$ cat config.mk
export PLATFORM = sky130hd
export DESIGN_NAME = hps_device_flat
export DESIGN_NICKNAME = d
export VERILOG_FILES = /design/src/hdl/hps_pkg.sv /design/src/hdl/hps_link_if.sv /design/src/hdl/hps_device.sv /design/src/flat_wrapper.sv
export SDC_FILE = /design/constraint.sdc
export NUM_CORES = 1
export LEC_CHECK = 0
export BUFFER_PORTS_ARGS = -buffer_cell sky130_fd_sc_hd__buf_2
export CAP_MARGIN = 10
export CORE_AREA = 2 2 130 196
export CTS_CLUSTER_SIZE = 24
export DETAILED_ROUTE_END_ITERATION = 12
export DIE_AREA = 0 0 132 198
export PLACE_DENSITY = 0.56
export SYNTH_ARGS = -nofsm -noshare
export SYNTH_HDL_FRONTEND = slang
export SYNTH_SLANG_ARGS = --single-unit
$ cat constraint.sdc
create_clock -name ref_clk_in -period 8.05 [get_ports ref_clk_in]
set_input_delay 0.805 -clock ref_clk_in [delete_from_list [all_inputs] [get_ports ref_clk_in]]
set_output_delay 0.805 -clock ref_clk_in [all_outputs]
set_load 0.005 [all_outputs]
$ cat src/hdl/hps_pkg.sv
package hps_pkg;
  // ==========================================================
  // register offsets
  localparam logic [7:0] HPS_REG_MODE  = 8'h01;
  localparam logic [7:0] HPS_REG_AMPL  = 8'h02;
  localparam logic [7:0] HPS_REG_LIB   = 8'h03;
  localparam logic [7:0] HPS_REG_SEQ0  = 8'h04;
  localparam logic [7:0] HPS_REG_SEQ7  = 8'h0b;
  localparam logic [7:0] HPS_REG_FIRE  = 8'h0c;
  localparam logic [7:0] HPS_REG_CTL1  = 8'h1b;
  localparam logic [7:0] HPS_REG_CTL2  = 8'h1c;
  localparam logic [7:0] HPS_REG_CTL3  = 8'h1d;
  // ==========================================================
  // field layout and values
  localparam int         HPS_STANDBY_BIT  = 6;
  localparam int         HPS_LOOP_BIT     = 7;
  localparam int         HPS_ANALOG_BIT   = 1;
  localparam logic [2:0] HPS_MODE_INT     = 3'h0;
  localparam logic [2:0] HPS_MODE_EDGE    = 3'h1;
  localparam logic [2:0] HPS_MODE_LEVEL   = 3'h2;
  localparam logic [2:0] HPS_MODE_EXTIN   = 3'h3;
  localparam logic [2:0] HPS_MODE_STREAM  = 3'h5;
  localparam logic [7:0] HPS_MODE_RESET   = 8'h40;
  localparam logic [7:0] HPS_ZERO         = 8'h00;
  localparam int         HPS_SLOTS        = 8;
  localparam int         HPS_STEP_CYCLES  = 4;
  // ==========================================================
  // timing
  localparam int HPS_CLK_MHZ        = 100;
  localparam int HPS_POWERUP_US     = 250;
  localparam int HPS_POWERUP_CYCLES = HPS_POWERUP_US * HPS_CLK_MHZ;
endpackage : hps_pkg

$ cat src/hdl/hps_link_if.sv
`timescale 1ns/1ps
`default_nettype none
// register port plus enable and trigger pin between host and device
interface hps_link_if;
  logic       wr_en;
  logic       rd_en;
  logic [7:0] addr;
  logic [7:0] wdata;
  logic [7:0] rdata;
  logic       enable_pin;
  logic       external_fire_pin;
  modport device (input wr_en, rd_en, addr, wdata, enable_pin, external_fire_pin,
                  output rdata);
  modport host (output wr_en, rd_en, addr, wdata, enable_pin, external_fire_pin,
                input rdata);
endinterface : hps_link_if
`default_nettype wire

$ cat src/hdl/hps_device.sv
`timescale 1ns/1ps
`default_nettype none
module hps_device
  import hps_pkg::*;
(
  input  wire logic       ref_clk_in,
  input  wire logic       reset_in,
  hps_link_if.device      link,
  output logic            low_power_out,
  output logic            playing_out,
  output logic [7:0]      effect_index_out,
  output logic [7:0]      library_out,
  output logic [7:0]      drive_amplitude_out,
  output logic            closed_loop_out,
  output logic            analog_input_out
);
  typedef enum logic [2:0] {
    HPS_IDLE = 3'b001,
    HPS_PLAY = 3'b010,
    HPS_HOLD = 3'b100
  } hps_state_t;

  // ==========================================================
  // register file
  logic [7:0] mode_q, mode_d, lib_q, lib_d, ampl_q, ampl_d;
  logic [7:0] ctl_q [3], ctl_d [3];
  logic [7:0] seq_q [HPS_SLOTS], seq_d [HPS_SLOTS];
  logic       fire_q, fire_d;
  logic       trig_q, trig_d;
  hps_state_t state_q, state_d;
  logic [2:0] slot_q, slot_d;
  logic [1:0] step_q, step_d;
  logic [7:0] out_idx_q, out_idx_d, drv_q, drv_d, rdata_q, rdata_d;
  logic       low_power, start;
  logic [2:0] mode_f;

  assign mode_f    = mode_q[2:0];
  // either power-down path stops playback
  assign low_power = mode_q[HPS_STANDBY_BIT] || !link.enable_pin;

  // trigger decode per mode
  always_comb
  begin
    start = 1'b0;
    unique case (mode_f)
      HPS_MODE_INT:   start = fire_q && state_q == HPS_IDLE;
      HPS_MODE_EDGE:  start = link.external_fire_pin && !trig_q;
      HPS_MODE_LEVEL: start = link.external_fire_pin && state_q == HPS_IDLE;
      default:        start = 1'b0;
    endcase
    if (low_power)
    begin
      start = 1'b0;
    end
  end

  // register writes, fire bit and sequencer
  always_comb
  begin
    mode_d    = mode_q;
    lib_d     = lib_q;
    ampl_d    = ampl_q;
    ctl_d     = ctl_q;
    seq_d     = seq_q;
    fire_d    = fire_q;
    trig_d    = link.external_fire_pin;
    state_d   = state_q;
    slot_d    = slot_q;
    step_d    = step_q;
    out_idx_d = out_idx_q;
    rdata_d   = rdata_q;
    if (link.wr_en)
    begin
      unique case (link.addr)
        HPS_REG_MODE: mode_d = link.wdata;
        HPS_REG_AMPL: ampl_d = link.wdata;
        HPS_REG_LIB:  lib_d  = link.wdata;
        HPS_REG_FIRE: fire_d = link.wdata[0];
        HPS_REG_CTL1: ctl_d[0] = link.wdata;
        HPS_REG_CTL2: ctl_d[1] = link.wdata;
        HPS_REG_CTL3: ctl_d[2] = link.wdata;
        default:
        begin
          if (link.addr >= HPS_REG_SEQ0 && link.addr <= HPS_REG_SEQ7)
          begin
            seq_d[link.addr[2:0] - 3'h4] = link.wdata;
          end
        end
      endcase
    end
    // playback engine walks slots; a zero index ends the sequence
    unique case (state_q)
      HPS_IDLE:
      begin
        if (start)
        begin
          state_d   = HPS_PLAY;
          slot_d    = 3'h0;
          step_d    = 2'h0;
          out_idx_d = seq_q[0];
        end
      end
      HPS_PLAY:
      begin
        step_d = step_q + 2'h1;
        if (step_q == 2'(HPS_STEP_CYCLES - 1))
        begin
          if (slot_q == 3'(HPS_SLOTS - 1) || seq_q[slot_q + 3'h1] == HPS_ZERO)
          begin
            state_d = (mode_f == HPS_MODE_LEVEL) ? HPS_HOLD : HPS_IDLE;
          end
          else
          begin
            slot_d    = slot_q + 3'h1;
            out_idx_d = seq_q[slot_q + 3'h1];
          end
        end
      end
      HPS_HOLD:
      begin
        // level trigger: wait for pin release before rearming
        if (!link.external_fire_pin)
        begin
          state_d = HPS_IDLE;
        end
      end
      default: state_d = HPS_IDLE;
    endcase
    if (state_q == HPS_PLAY && state_d != HPS_PLAY)
    begin
      // a fresh fire write in the last cycle beats the self-clear, so no retrigger is lost
      if (!(link.wr_en && link.addr == HPS_REG_FIRE))
      begin
        fire_d = 1'b0; // fire bit self-clears when done
      end
      out_idx_d = HPS_ZERO;
    end
    if (low_power || mode_f > HPS_MODE_LEVEL)
    begin
      state_d   = HPS_IDLE;
      fire_d    = 1'b0;
      out_idx_d = HPS_ZERO;
    end
    // slot index is kept; replay reuses stored slots
    unique case (link.addr)
      HPS_REG_MODE: rdata_d = mode_q;
      HPS_REG_AMPL: rdata_d = ampl_q;
      HPS_REG_LIB:  rdata_d = lib_q;
      HPS_REG_FIRE: rdata_d = {7'h00, fire_q};
      HPS_REG_CTL1: rdata_d = ctl_q[0];
      HPS_REG_CTL2: rdata_d = ctl_q[1];
      HPS_REG_CTL3: rdata_d = ctl_q[2];
      default:
      begin
        rdata_d = HPS_ZERO;
        if (link.addr >= HPS_REG_SEQ0 && link.addr <= HPS_REG_SEQ7)
        begin
          rdata_d = seq_q[link.addr[2:0] - 3'h4];
        end
      end
    endcase
  end

  // drive amplitude: streamed value held while mode 5 and awake
  always_comb
  begin
    drv_d = HPS_ZERO;
    if (!low_power && mode_f == HPS_MODE_STREAM)
    begin
      drv_d = ampl_d;
    end
  end

  // ==========================================================
  // state registers
  always_ff @(posedge ref_clk_in)
  begin
    if (reset_in)
    begin
      mode_q    <= HPS_MODE_RESET;
      lib_q     <= HPS_ZERO;
      ampl_q    <= HPS_ZERO;
      ctl_q     <= '{default: HPS_ZERO};
      seq_q     <= '{default: HPS_ZERO};
      fire_q    <= 1'b0;
      trig_q    <= 1'b0;
      state_q   <= HPS_IDLE;
      slot_q    <= 3'h0;
      step_q    <= 2'h0;
      out_idx_q <= HPS_ZERO;
      drv_q     <= HPS_ZERO;
      rdata_q   <= HPS_ZERO;
    end
    else
    begin
      mode_q    <= mode_d;
      lib_q     <= lib_d;
      ampl_q    <= ampl_d;
      ctl_q     <= ctl_d;
      seq_q     <= seq_d;
      fire_q    <= fire_d;
      trig_q    <= trig_d;
      state_q   <= state_d;
      slot_q    <= slot_d;
      step_q    <= step_d;
      out_idx_q <= out_idx_d;
      drv_q     <= drv_d;
      rdata_q   <= rdata_d;
    end
  end

  assign link.rdata          = rdata_q;
  assign low_power_out       = low_power;
  assign playing_out         = state_q == HPS_PLAY;
  assign effect_index_out    = out_idx_q;
  assign library_out         = lib_q;
  assign drive_amplitude_out = drv_q;
  // control bits default low: closed loop, pwm input
  assign closed_loop_out     = !ctl_q[2][HPS_LOOP_BIT];
  assign analog_input_out    = (mode_f == HPS_MODE_EXTIN) &&
                               ctl_q[2][HPS_ANALOG_BIT];
endmodule : hps_device
`default_nettype wire

$ cat src/flat_wrapper.sv
// flat-port wrapper written by rule: the top's interface ports become plain ports
module hps_device_flat import hps_pkg::*;
  (ref_clk_in, reset_in, low_power_out, playing_out, effect_index_out, library_out, drive_amplitude_out, closed_loop_out, analog_input_out, link_wr_en, link_rd_en, link_addr, link_wdata, link_enable_pin, link_external_fire_pin, link_rdata);
  hps_link_if link_i ();
  input  wire logic ref_clk_in;
  input  wire logic reset_in;
  output logic low_power_out;
  output logic playing_out;
  output logic [7:0] effect_index_out;
  output logic [7:0] library_out;
  output logic [7:0] drive_amplitude_out;
  output logic closed_loop_out;
  output logic analog_input_out;
  input wire logic [$bits(link_i.wr_en)-1:0] link_wr_en;
  input wire logic [$bits(link_i.rd_en)-1:0] link_rd_en;
  input wire logic [$bits(link_i.addr)-1:0] link_addr;
  input wire logic [$bits(link_i.wdata)-1:0] link_wdata;
  input wire logic [$bits(link_i.enable_pin)-1:0] link_enable_pin;
  input wire logic [$bits(link_i.external_fire_pin)-1:0] link_external_fire_pin;
  output wire logic [$bits(link_i.rdata)-1:0] link_rdata;
  assign link_i.wr_en = link_wr_en;
  assign link_i.rd_en = link_rd_en;
  assign link_i.addr = link_addr;
  assign link_i.wdata = link_wdata;
  assign link_i.enable_pin = link_enable_pin;
  assign link_i.external_fire_pin = link_external_fire_pin;
  assign link_rdata = link_i.rdata;
  hps_device u_core (.ref_clk_in(ref_clk_in), .reset_in(reset_in), .link(link_i), .low_power_out(low_power_out), .playing_out(playing_out), .effect_index_out(effect_index_out), .library_out(library_out), .drive_amplitude_out(drive_amplitude_out), .closed_loop_out(closed_loop_out), .analog_input_out(analog_input_out));
endmodule
# Word level (Yosys, flattened, before mapping)
# Cells that the tools add are included.
dict set report op_classes {
  eq_ne 20
  n_mux 35
  add_sub_neg 3
  bitwise 4
  reduce_logical 31
  magnitude_cmp 6
}
# cell count
set ops {}
lappend ops {{2-to-1 mux 8 bit} 11}
lappend ops {{bitwise mux 64 bit} 1}
lappend ops {{case mux 8 bit (7 select lines)} 1}
lappend ops {{binary-select mux 8 bit (select 3 bit)} 2}
lappend ops {{demux 8 bit (select 3 bit)} 1}
lappend ops {{== test 8 x 5 -> 1 bit, second input constant} 3}
lappend ops {{2-to-1 mux 3 bit} 8}
lappend ops {{== test 8 x 2 -> 1 bit, second input constant} 2}
lappend ops {{case mux 8 bit (2 select lines)} 1}
lappend ops {{AND reduction 2 bit} 6}
lappend ops {{== test 3 x 2 -> 1 bit, second input constant} 3}
lappend ops {{== test 3 bit, second input constant} 3}
lappend ops {{logical AND 1 bit} 9}
lappend ops {{case mux 3 bit (3 select lines)} 1}
lappend ops {{== test 8 x 1 -> 1 bit, second input constant} 1}
lappend ops {{== test 8 x 4 -> 1 bit, second input constant} 1}
lappend ops {{>= comparator 4 bit, second input constant} 2}
lappend ops {{>= comparator 8 x 3 -> 1 bit, second input constant} 1}
lappend ops {{<= comparator 8 x 4 -> 1 bit, second input constant} 1}
lappend ops {{zero test 8 bit} 1}
lappend ops {{NOT 3 -> 4 bit} 2}
lappend ops {{OR reduction 7 bit} 1}
lappend ops {{== test 3 x 1 -> 1 bit, second input constant} 2}
lappend ops {{case mux 3 bit (2 select lines)} 1}
lappend ops {{other kinds (22)} 34}
dict set report word_totals {
  inputBits 22
  ff_bits 146
  out_inout_bits 36
  elab_cells 121
}

# Logic depth before layout (Yosys ltp)
# Gate-level depths: netlist of the first run.
dict set report logic_depth {
  word_depth 13
  ltp_mapped 13
  mapped_depth_nobuf 9
}

# Least setup slack after synthesis of the first run
# No wires, ideal clock.
dict set report synth_path {
  path_kind {flip-flop to flip-flop}
  from {reg u_core.slot_q[0]}
  to {reg u_core.out_idx_q[3] (netlist: u_core.effect_index_out[3])}
  t_required_ns 7.947
  t_arrival_ns 2.896
  n_path_buf 3
  period_less_slack_ns 3.000
  stages_incl_launch_ff 12
  setup_slack_ns 5.050
  setup_time_ns 0.103
  path_cell_list {dfxtp_1 > ha_1 > ha_1 > clkbuf_1 > buf_2 > mux4_2 > mux2_2 > or4_4 > o21bai_4 > buf_4 > nor4_1 > a2111oi_2}
}
dict set report synth_between {
  elab_chain_len 13
  word_cells_on_any_way 19
  cone_classes {add/sub (1); eq/ne (3); mux (9); bitwise (1); reduce/logical (5)}
}
# element line
set synth_lines {}
lappend synth_lines {{start, declared} hps_device.sv:31} ;# logic [2:0] slot_q, slot_d;
lappend synth_lines {{start signal, assigned} hps_device.sv:204} ;# slot_q <= slot_d;
lappend synth_lines {{adder 3 x 1 -> 3 bit} {hps_device.sv:108, hps_device.sv:115}}
lappend synth_lines {{NOT 3 -> 4 bit (not written as such)} {hps_device.sv:108, hps_device.sv:115}}
lappend synth_lines {{binary-select mux 8 bit (select 3 bit)} {hps_device.sv:108, hps_device.sv:115}}
lappend synth_lines {{2-to-1 mux 8 bit (not written as such) (2 in series)} {hps_device.sv:108, hps_device.sv:115}}
lappend synth_lines {{zero test 8 bit} hps_device.sv:108} ;# if (slot_q == 3'(HPS_SLOTS - 1) || seq_q[slot_q + 3'h1] == HPS_ZERO)
lappend synth_lines {{logical OR 1 bit} hps_device.sv:108}
lappend synth_lines {{2-to-1 mux 3 bit} hps_device.sv:108}
lappend synth_lines {{2-to-1 mux 3 bit} hps_device.sv:106} ;# if (step_q == 2'(HPS_STEP_CYCLES - 1))
lappend synth_lines {{case mux 3 bit (3 select lines)} hps_device.sv:92} ;# unique case (state_q)
lappend synth_lines {{inequality test 3 x 2 -> 1 bit} hps_device.sv:129} ;# if (state_q == HPS_PLAY && state_d != HPS_PLAY)
lappend synth_lines {{logical AND 1 bit} hps_device.sv:129}
lappend synth_lines {{OR reduction 3 bit (no line)} --}
lappend synth_lines {{end signal, assigned} hps_device.sv:206} ;# out_idx_q <= out_idx_d;
lappend synth_lines {{end, declared} hps_device.sv:33} ;# logic [7:0] out_idx_q, out_idx_d, drv_q, drv_d, rdata_q, rdata_d;
# Several ways; a longest one is shown, not always the timed one. The select of a mux whose other input is x is not followed.
# A chain may end at the register's enable or synchronous reset.

# Final worst setup path of the first run
dict set report layout_path {
  from {reg u_core.slot_q[0]}
  to {reg u_core.out_idx_q[2] (netlist: u_core.effect_index_out[2])}
}
# Same word-level chain as after synthesis.

==> results of run 1 <==
==> cells in the mapped netlist (all sizes together), types with 3 or more instances <==
cell type	number
nor3	10
a221oi	8
nand4	3
nor4	7
a21oi	60
o211a	4
a211oi	5
o21ai	30
dfxtp	146
a22oi	9
nand4b	4
mux2	20
a2111oi	4
mux4	28
mux2i	85
buf	12
nor2b	6
nand2b	6
inv	8
nand3	33
nand2	72
clkbuf	50
o21a	4
ha	3
nor2	105
==> cell families after synthesis <==
| kind of cell | share of synthesized area |
|---|---|
| buf+inv | 0.0402 |
| mux | 0.244 |
| xor+xnor | 0.00125 |
| fa+ha+maj | 0.00536 |
| simple gates | 0.166 |
| compound gates | 0.126 |
| flops | 0.417 |
==> where the power goes <==
group	switching, mW	total (mW)	internal, mW	leakage [nW]
clock	0.326	0.835	0.509	0.297
sequential	0.000670	0.724	0.723	1.18
combinational	0.0409	0.0539	0.0130	1.43
==> through the flow <==
stage          area (sq um)  worst slack [ns]   util  power, mW
3_5_place_dp           7520              3.73  0.306      0.794
5_1_grt                8160              3.50  0.331       1.66
2_1_floorplan          7010              5.05      -      0.776
6_report               8160              3.74  0.331       1.61
4_1_cts                8150              3.70  0.331       1.63
3_3_place_gp           7520              3.77  0.306      0.794
==> metal layers <==
layer,wire length (microns),up-vias,global-route usage
li1,-,2746,-
met1,8270,2732,0.184
met2,10000,141,0.273
met3,655,33,0.0266
met4,756,0,0.0813
met5,0,-,0
==> worst max-delay path, delay by kind of cell, from the launching register on <==
kind                     cells  cell delay [ns]
AND/OR/NAND/NOR              1             0.54
adder cells (fa/ha/maj)      1             0.91
multiplexers                 2             0.90
AO/OA/AOI/OAI                3             0.93
flip-flops                   1             0.88
==> how the worst max path moves through the flow <==
stage | from | endpoint | slack, ns | cells after the start
after floorplan | u_core.slot_q[0] | u_core.effect_index_out[3] | 5.05 | 11
after global placement | u_core.slot_q[0] | u_core.effect_index_out[2] | 3.77 | 7
after detailed placement | u_core.slot_q[0] | u_core.effect_index_out[2] | 3.73 | 7
after CTS | u_core.slot_q[0] | u_core.effect_index_out[2] | 3.70 | 7
after global routing | u_core.slot_q[0] | u_core.fire_q | 3.50 | 7
final | u_core.slot_q[0] | u_core.effect_index_out[2] | 3.74 | 7
==> final cells by class <==
cell class                 count  share of cell area
clock buffer                  19              0.0555
clock inverter                13              0.0213
inverter                       8             0.00368
multi-input combinational    535               0.468
sequential                   146               0.358
tap                          328              0.0503
timing repair buffer          65              0.0430
==> registers in the layout (all words and copies together) (netlist names) <==
register,flops
u_core.mode_q,8
u_core.ampl_q,8
u_core.effect_index_out,8
u_core.fire_q,1
u_core.link.rdata,8
u_core.trig_q,1
u_core.library_out,8
u_core.step_q,2
u_core.state_q,3
u_core.seq_q,64
u_core.slot_q,3
u_core.ctl_q,24
u_core.drive_amplitude_out,8
==> layout by cell type, fill, tap and decap left out, types with 9 or more instances in the layout <==
master and count:
sky130_fd_sc_hd__dfxtp_1 146, sky130_fd_sc_hd__mux4_2 28, sky130_fd_sc_hd__nor2_1 103, sky130_fd_sc_hd__buf_4 10, sky130_fd_sc_hd__buf_2 55, sky130_fd_sc_hd__clkbuf_16 17
sky130_fd_sc_hd__mux2_2 20, sky130_fd_sc_hd__o21ai_0 30, sky130_fd_sc_hd__a21oi_1 60, sky130_fd_sc_hd__nand2_1 72, sky130_fd_sc_hd__a22oi_1 9, sky130_fd_sc_hd__nand3_1 33
sky130_fd_sc_hd__mux2i_1 85
==> flow_metrics.tcl, run 1 <==
set metrics [dict create \
    timing.clock.skew_ns 0.0125 \
    worst_r2r_endpoint "u_core.effect_index_out[2]" \
    crit_slowest_cell "sky130_fd_sc_hd__ha_1" \
    via_count 5652 \
    tritoncts_num_sinks 146 \
    run_status "finished, final reports clean" \
    cts_buffer_depth 2 \
    antenna_cells_inserted 0 \
    fin_crit_sh 0.535 \
    wire_length_of_the_first_global_routing_pass_mm 31.9 \
    synth_seq_area_share 0.417 \
    vdd_ir_drop_max_v 0.000121 \
    maximum_cell_stage_delay_along_the_critical_path_ns 0.91 \
    cts_setup_buffers 0 \
    globalRouteTotalUtil 0.157 \
    synthesized_net_count 776 \
    clock_pin_slew_of_the_registers_on_the_worst_case_setup_and_hold_paths_ns 0.07 \
    cts_tree "yes" \
    die_area_sq_um 26100 \
    worstHoldStart "u_core.ctl_q[0]" \
    cp_cell_sequence "ha_1 > mux4_2 > mux2_2 > or4_4 > o21bai_4 > a21o_1 > a2111oi_0" \
    period_needed_ns 4.31 \
    avgSynthCellArea_sq_um 9.33 \
    multiInputGateArea_sq_um 3820 \
    die_w_microns 132 \
    nets 798 \
    timing.final.max_slew_violations 0 \
    cp-end-kind "flip-flop" \
    area.growth.synth_to_final_pct 16.4 \
    rsz0062_at_grt "no" \
    ctsHtreeMaxLevel 4 \
    io_pins 58 \
    detail_route.first_pass.iterations 6 \
    routabilityCongestion 0.797 \
    core_sq_um 24600 \
    numPortBuffers 56 \
    synth_top_cell_by_area "sky130_fd_sc_hd__dfxtp_1" \
    seq_area_sq_um 2920 \
    count_of_flip_flops_with_a_built_in_enable_after_synthesis 0 \
    layout.cells.non_filler 1114 \
    floorplan.die.height_microns 198 \
    synthCells 751 \
    via_per_inst 5.07 \
    cts_made_buffers 17 \
    worst-slew-pin-transition_ns 1.07 \
    hold_ws_ns 0.457 \
    synth_seq_cells 146 \
    min-delay-path-class "flip-flop to flip-flop" \
    setup_tns_ns 0 \
    timing.reg2reg.worst_path_depth 7 \
    wl_mm 19.7 \
    worstHoldPathCells 2 \
    synthesis.area_sq_um 7010 \
    crit_path_max_fanout 23 \
    synthDistinctLibCells 51 \
    setup.worst_path.class "flip-flop to flip-flop" \
    postCtsResizedCells 0 \
    dominantRegCellSynth "sky130_fd_sc_hd__dfxtp_1" \
    cts-hold-fix-buffers 0 \
    worstHoldEndpoint "u_core.ctl_q[0]" \
    power_per_cell_area_nw_per_um2 198 \
    critPathArrivalTime_ns 4.61 \
    grt_max_degree 69 \
    number_of_antenna_violations_at_the_first_check_in_global_routing 0 \
    placed_cells 1081 \
    reg2reg_slack_ns 3.74 \
    maxCapViolations 0 \
    layout_fillers 2531 \
    synth_top_area_share 0.417 \
    synth.top_cells.by_area "sky130_fd_sc_hd__dfxtp_1 (42%), sky130_fd_sc_hd__mux2i_1 (12%), sky130_fd_sc_hd__mux4_2 (9.0%)" \
    worstReg2RegStart "u_core.slot_q[0]" \
    ys_async_sr_fraction 0 \
    post_route_cells_drive_above_1_share 0.204 \
    maxSlewHeadroom 0.283 \
    fmax_mhz 232 \
    global_route.overflow_total 0 \
    std_cell_rows 71 \
    first_global_vias 5633 \
    detail_route.drc_violations 0 \
    start_util 0.285 \
    setup-violations-final 0 \
    dr.first_iter.drc_count 328 \
    worstPathRequired_ns 8.36 \
    critical_path.startpoint_type "flip-flop" \
    drtAntennaViolNets 0 \
    static-leakage-power_nw 2.90 \
    hpwlAfterDp_mm 13.9 \
    yosys_warnings 0 \
    cts.root.buffer_cell "sky130_fd_sc_hd__clkbuf_16" \
    clock_latency_ns 0.43 \
    average_wire_per_standard_cell_microns 17.7 \
    timing.final.hold_violations 0 \
]
No activity file was read; power rests on OpenSTA's default activity.
==> run 2: changes to the inputs <==
--- a/config.mk
+++ b/config.mk
@@ -5,12 +5,13 @@
 export SDC_FILE = /design/constraint.sdc
 export NUM_CORES = 1
 export LEC_CHECK = 0
+export ABC_AREA = 1
 export BUFFER_PORTS_ARGS = -buffer_cell sky130_fd_sc_hd__buf_2
 export CAP_MARGIN = 10
-export CORE_AREA = 2 2 130 196
+export CORE_AREA = 2 2 132 198
 export CTS_CLUSTER_SIZE = 24
 export DETAILED_ROUTE_END_ITERATION = 12
-export DIE_AREA = 0 0 132 198
+export DIE_AREA = 0 0 134 200
 export PLACE_DENSITY = 0.56
 export SYNTH_ARGS = -nofsm -noshare
 export SYNTH_HDL_FRONTEND = slang
==> constraint.sdc (replaced) <==
create_clock -name ref_clk_in -period 4.4 [get_ports ref_clk_in]
set_input_delay 0.44 -clock ref_clk_in [delete_from_list [all_inputs] [get_ports ref_clk_in]]
set_output_delay 0.44 -clock ref_clk_in [all_outputs]
set_load 0.005 [all_outputs]
==> flow_metrics.tcl, run 2 <==
set metrics [dict create \
    setup_tns_ns 0 \
    yosys-mux-area-fraction 0.00279 \
    post_synth_fa_ha_maj_area_fraction 0.00523 \
    reg2reg_slack_ns 1.78 \
    combinational_family_with_the_most_area_after_synthesis "compound AO/OA/AOI/OAI gates" \
    grt_max_degree 61 \
    via_count 6567 \
    synth_top_area_share 0.407 \
    dr.first_iter.drc_count 375 \
    maxCapViolations 0 \
    timing.final.max_slew_violations 0 \
    wl_mm 21.9 \
    cts_tree "yes" \
    power_per_cell_area_nw_per_um2 373 \
    layout_top_registers "u_core.seq_q: 64 flops, u_core.ctl_q: 24 flops" \
    yosys_warnings 0 \
    hold_ws_ns 0.285 \
    hpwlAfterDp_mm 15.2 \
    postCtsResizedCells 0 \
    worstReg2RegStart "u_core.slot_q[0]" \
    synth_top_cell_by_area "sky130_fd_sc_hd__dfxtp_1" \
    commonest_non_fill_non_tap_cell_in_the_layout "sky130_fd_sc_hd__nand2_1" \
    nets 1035 \
    cts_setup_buffers 0 \
    min-delay-path-class "input port to flip-flop" \
    antenna_cells_inserted 0 \
    post-synth-top-count-cell "sky130_fd_sc_hd__nand2_1" \
    synthesized_net_count 1017 \
    seq_area_sq_um 2920 \
    register_bank_with_the_most_flops "u_core.seq_q" \
    io_pins 58 \
    via_per_inst 4.86 \
    synthDistinctLibCells 39 \
    average_wire_per_standard_cell_microns 16.2 \
    post_route_cells_drive_above_1_share 0.156 \
    tritoncts_num_sinks 146 \
    total_chip_power_mw 3.06 \
    period_needed_ns 2.62 \
    drtAntennaViolNets 0 \
    synth.top_cells.by_area "sky130_fd_sc_hd__dfxtp_1 (41%), sky130_fd_sc_hd__a21oi_1 (10%), sky130_fd_sc_hd__nand2_1 (7.9%)" \
    area.growth.synth_to_final_pct 14.4 \
    timing.reg2reg.worst_path_depth 13 \
    largest_reg_flops 64 \
    maximum_cell_stage_delay_along_the_critical_path_ns 0.61 \
    detail_route.first_pass.iterations 5 \
    setup.worst_path.class "flip-flop to flip-flop" \
    most-common-layout-cells "sky130_fd_sc_hd__nand2_1 (151), sky130_fd_sc_hd__dfxtp_1 (146), sky130_fd_sc_hd__a21oi_1 (145), sky130_fd_sc_hd__inv_1 (113), sky130_fd_sc_hd__o21ai_0 (91)" \
    clock_pin_slew_of_the_registers_on_the_worst_case_setup_and_hold_paths_ns 0.06 \
    synth_seq_area_share 0.407 \
    layout_fillers 2638 \
    die_w_microns 134 \
    number_of_antenna_violations_at_the_first_check_in_global_routing 0 \
    rsz0062_at_grt "no" \
    crit_path_max_fanout 14 \
    synth_seq_cells 146 \
    die_area_sq_um 26800 \
    start_util 0.287 \
    routabilityCongestion 0.907 \
    maxSlewHeadroom 0.369 \
    ctsHtreeMaxLevel 4 \
    run_status "finished, final reports clean" \
    cp_top_family "simple AND/OR/NAND/NOR gates" \
    fmax_mhz 381 \
    synthXorXnorAreaFrac 0 \
    setup-violations-final 0 \
    ys_async_sr_fraction 0 \
    critical_path.startpoint_type "flip-flop" \
    synthesis.area_sq_um 7170 \
    cts-hold-fix-buffers 0 \
    worstHoldStart "link_external_fire_pin" \
    core_sq_um 25000 \
    clock_latency_ns 0.43 \
    cp_common_cell "sky130_fd_sc_hd__nand2_1" \
    floorplan.die.height_microns 200 \
    numPortBuffers 56 \
    worst-slew-pin-transition_ns 0.945 \
    fin_crit_sh 0.596 \
    critPathArrivalTime_ns 2.92 \
    timing.final.hold_violations 0 \
    synth_compound_gate_area_share 0.246 \
    vdd_ir_drop_max_v 0.000239 \
    std_cell_rows 71 \
    multiInputGateArea_sq_um 3410 \
    post_synth_most_frequent_cells "sky130_fd_sc_hd__nand2_1 (151), sky130_fd_sc_hd__dfxtp_1 (146), sky130_fd_sc_hd__a21oi_1 (145)" \
    cts_made_buffers 17 \
    wire_length_of_the_first_global_routing_pass_mm 34.6 \
    detail_route.drc_violations 0 \
    worstPathRequired_ns 4.70 \
    worstPathBufferInverterCount 0 \
    count_of_flip_flops_with_a_built_in_enable_after_synthesis 0 \
    synth_simple_gate_area_frac 0.222 \
    dominantRegCellSynth "sky130_fd_sc_hd__dfxtp_1" \
    static-leakage-power_nw 3.12 \
    cts.root.buffer_cell "sky130_fd_sc_hd__clkbuf_16" \
    avgSynthCellArea_sq_um 7.23 \
    worst_r2r_endpoint "u_core.slot_q[2]" \
    cts_buffer_depth 2 \
    first_global_vias 6361 \
    synthCells 992 \
    cp-end-kind "flip-flop" \
    worstHoldPathCells 3 \
    global_route.overflow_total 0 \
    cp_cell_sequence "ha_1 > ha_1 > nand3_1 > nand2_1 > nand2_1 > nor2_1 > nand2_2 > nand2_4 > nand2_4 > nand2_4 > nand2_1 > nand2_1 > nor2_1" \
    timing.clock.skew_ns 0.00950 \
    worstHoldEndpoint "u_core.trig_q" \
    globalRouteTotalUtil 0.168 \
    crit_slowest_cell "sky130_fd_sc_hd__ha_1" \
]
## run 2: cell count changes in the layout (fill, tap and decap cells not counted), moves of 9 or more
| cell | change |
|---|---|
| sky130_fd_sc_hd__nor2_1 | -61 |
| sky130_fd_sc_hd__a21oi_1 | +85 |
| sky130_fd_sc_hd__nand3_2 | +9 |
| sky130_fd_sc_hd__mux2i_1 | -83 |
| sky130_fd_sc_hd__o21ai_0 | +61 |
| sky130_fd_sc_hd__o21ai_1 | +61 |
| sky130_fd_sc_hd__inv_2 | +17 |
| sky130_fd_sc_hd__nand3_1 | +36 |
| sky130_fd_sc_hd__mux2_2 | -20 |
| sky130_fd_sc_hd__a22oi_1 | -9 |
| sky130_fd_sc_hd__a21oi_2 | +10 |
| sky130_fd_sc_hd__mux4_2 | -28 |
| sky130_fd_sc_hd__nand2_1 | +79 |
| sky130_fd_sc_hd__inv_1 | +105 |
## run 2: worst reg2reg max path: stages (launching register included)
cell and delay (ns):
sky130_fd_sc_hd__dfxtp_1 0.32, sky130_fd_sc_hd__ha_1 0.19, sky130_fd_sc_hd__ha_1 0.61, sky130_fd_sc_hd__nand3_1 0.31
sky130_fd_sc_hd__nand2_1 0.16, sky130_fd_sc_hd__nand2_1 0.06, sky130_fd_sc_hd__nor2_1 0.16, sky130_fd_sc_hd__nand2_2 0.12
sky130_fd_sc_hd__nand2_4 0.10, sky130_fd_sc_hd__nand2_4 0.14, sky130_fd_sc_hd__nand2_4 0.17, sky130_fd_sc_hd__nand2_1 0.06
sky130_fd_sc_hd__nand2_1 0.06, sky130_fd_sc_hd__nor2_1 0.04
## run 2: through the flow
step                      worst slack, ns  area, sq um  std cells   util
after global placement               1.63         7560       1319  0.303
after floorplan                      2.44         7170        992      -
after detailed placement             1.58         7560       1319  0.303
after CTS                            1.76         8200       1351  0.329
final                                1.78         8200       1351  0.329
after global routing                 1.61         8200       1351  0.329
## run 2: metal layers
| metal | part of all wire | up-vias | wire (microns) | GRT usage |
|---|---|---|---|---|
| met5 | 0 | - | 0 | 0 |
| met4 | 0.049 | 0 | 1070 | 0.100 |
| li1 | - | 3351 | - | - |
| met1 | 0.40 | 2982 | 8740 | 0.180 |
| met2 | 0.51 | 184 | 11200 | 0.309 |
| met3 | 0.040 | 50 | 887 | 0.0290 |
## run 2: worst max-delay path by stage
stage	from	to	slack (ns)	cells after the start
2_1_floorplan	u_core.slot_q[0]	u_core.slot_q[0]	2.44	14
3_3_place_gp	link_addr[0]	u_core.link.rdata[2]	1.63	7
3_5_place_dp	link_addr[0]	u_core.link.rdata[2]	1.58	7
4_1_cts	u_core.slot_q[0]	u_core.slot_q[2]	1.76	13
5_1_grt	u_core.slot_q[0]	u_core.slot_q[2]	1.61	13
6_report	u_core.slot_q[0]	u_core.slot_q[2]	1.78	13
## run 2: layout make-up
| class | count | area share |
|---|---|---|
| multi-input cells | 652 | 0.415 |
| flip-flops and latches | 146 | 0.356 |
| inverters | 133 | 0.0621 |
| clock buffers | 18 | 0.0535 |
| well taps | 328 | 0.0500 |
| repair buffers | 60 | 0.0378 |
| clock inverters | 14 | 0.0247 |
## run 2: logic make-up after synthesis
kind of cell	after synthesis
flip-flops	146
AO/OA/AOI/OAI	332
buffers and inverters	194
AND/OR/NAND/NOR	315
adder cells (fa/ha/maj)	3
multiplexers	2
## run 2: power breakdown
| group | leakage (nW) | switching (mW) | internal, mW |
|---|---|---|---|
| logic | 1.64 | 0.106 | 0.0338 |
| clock network | 0.311 | 0.619 | 0.973 |
| registers | 1.18 | 0.00142 | 1.32 |
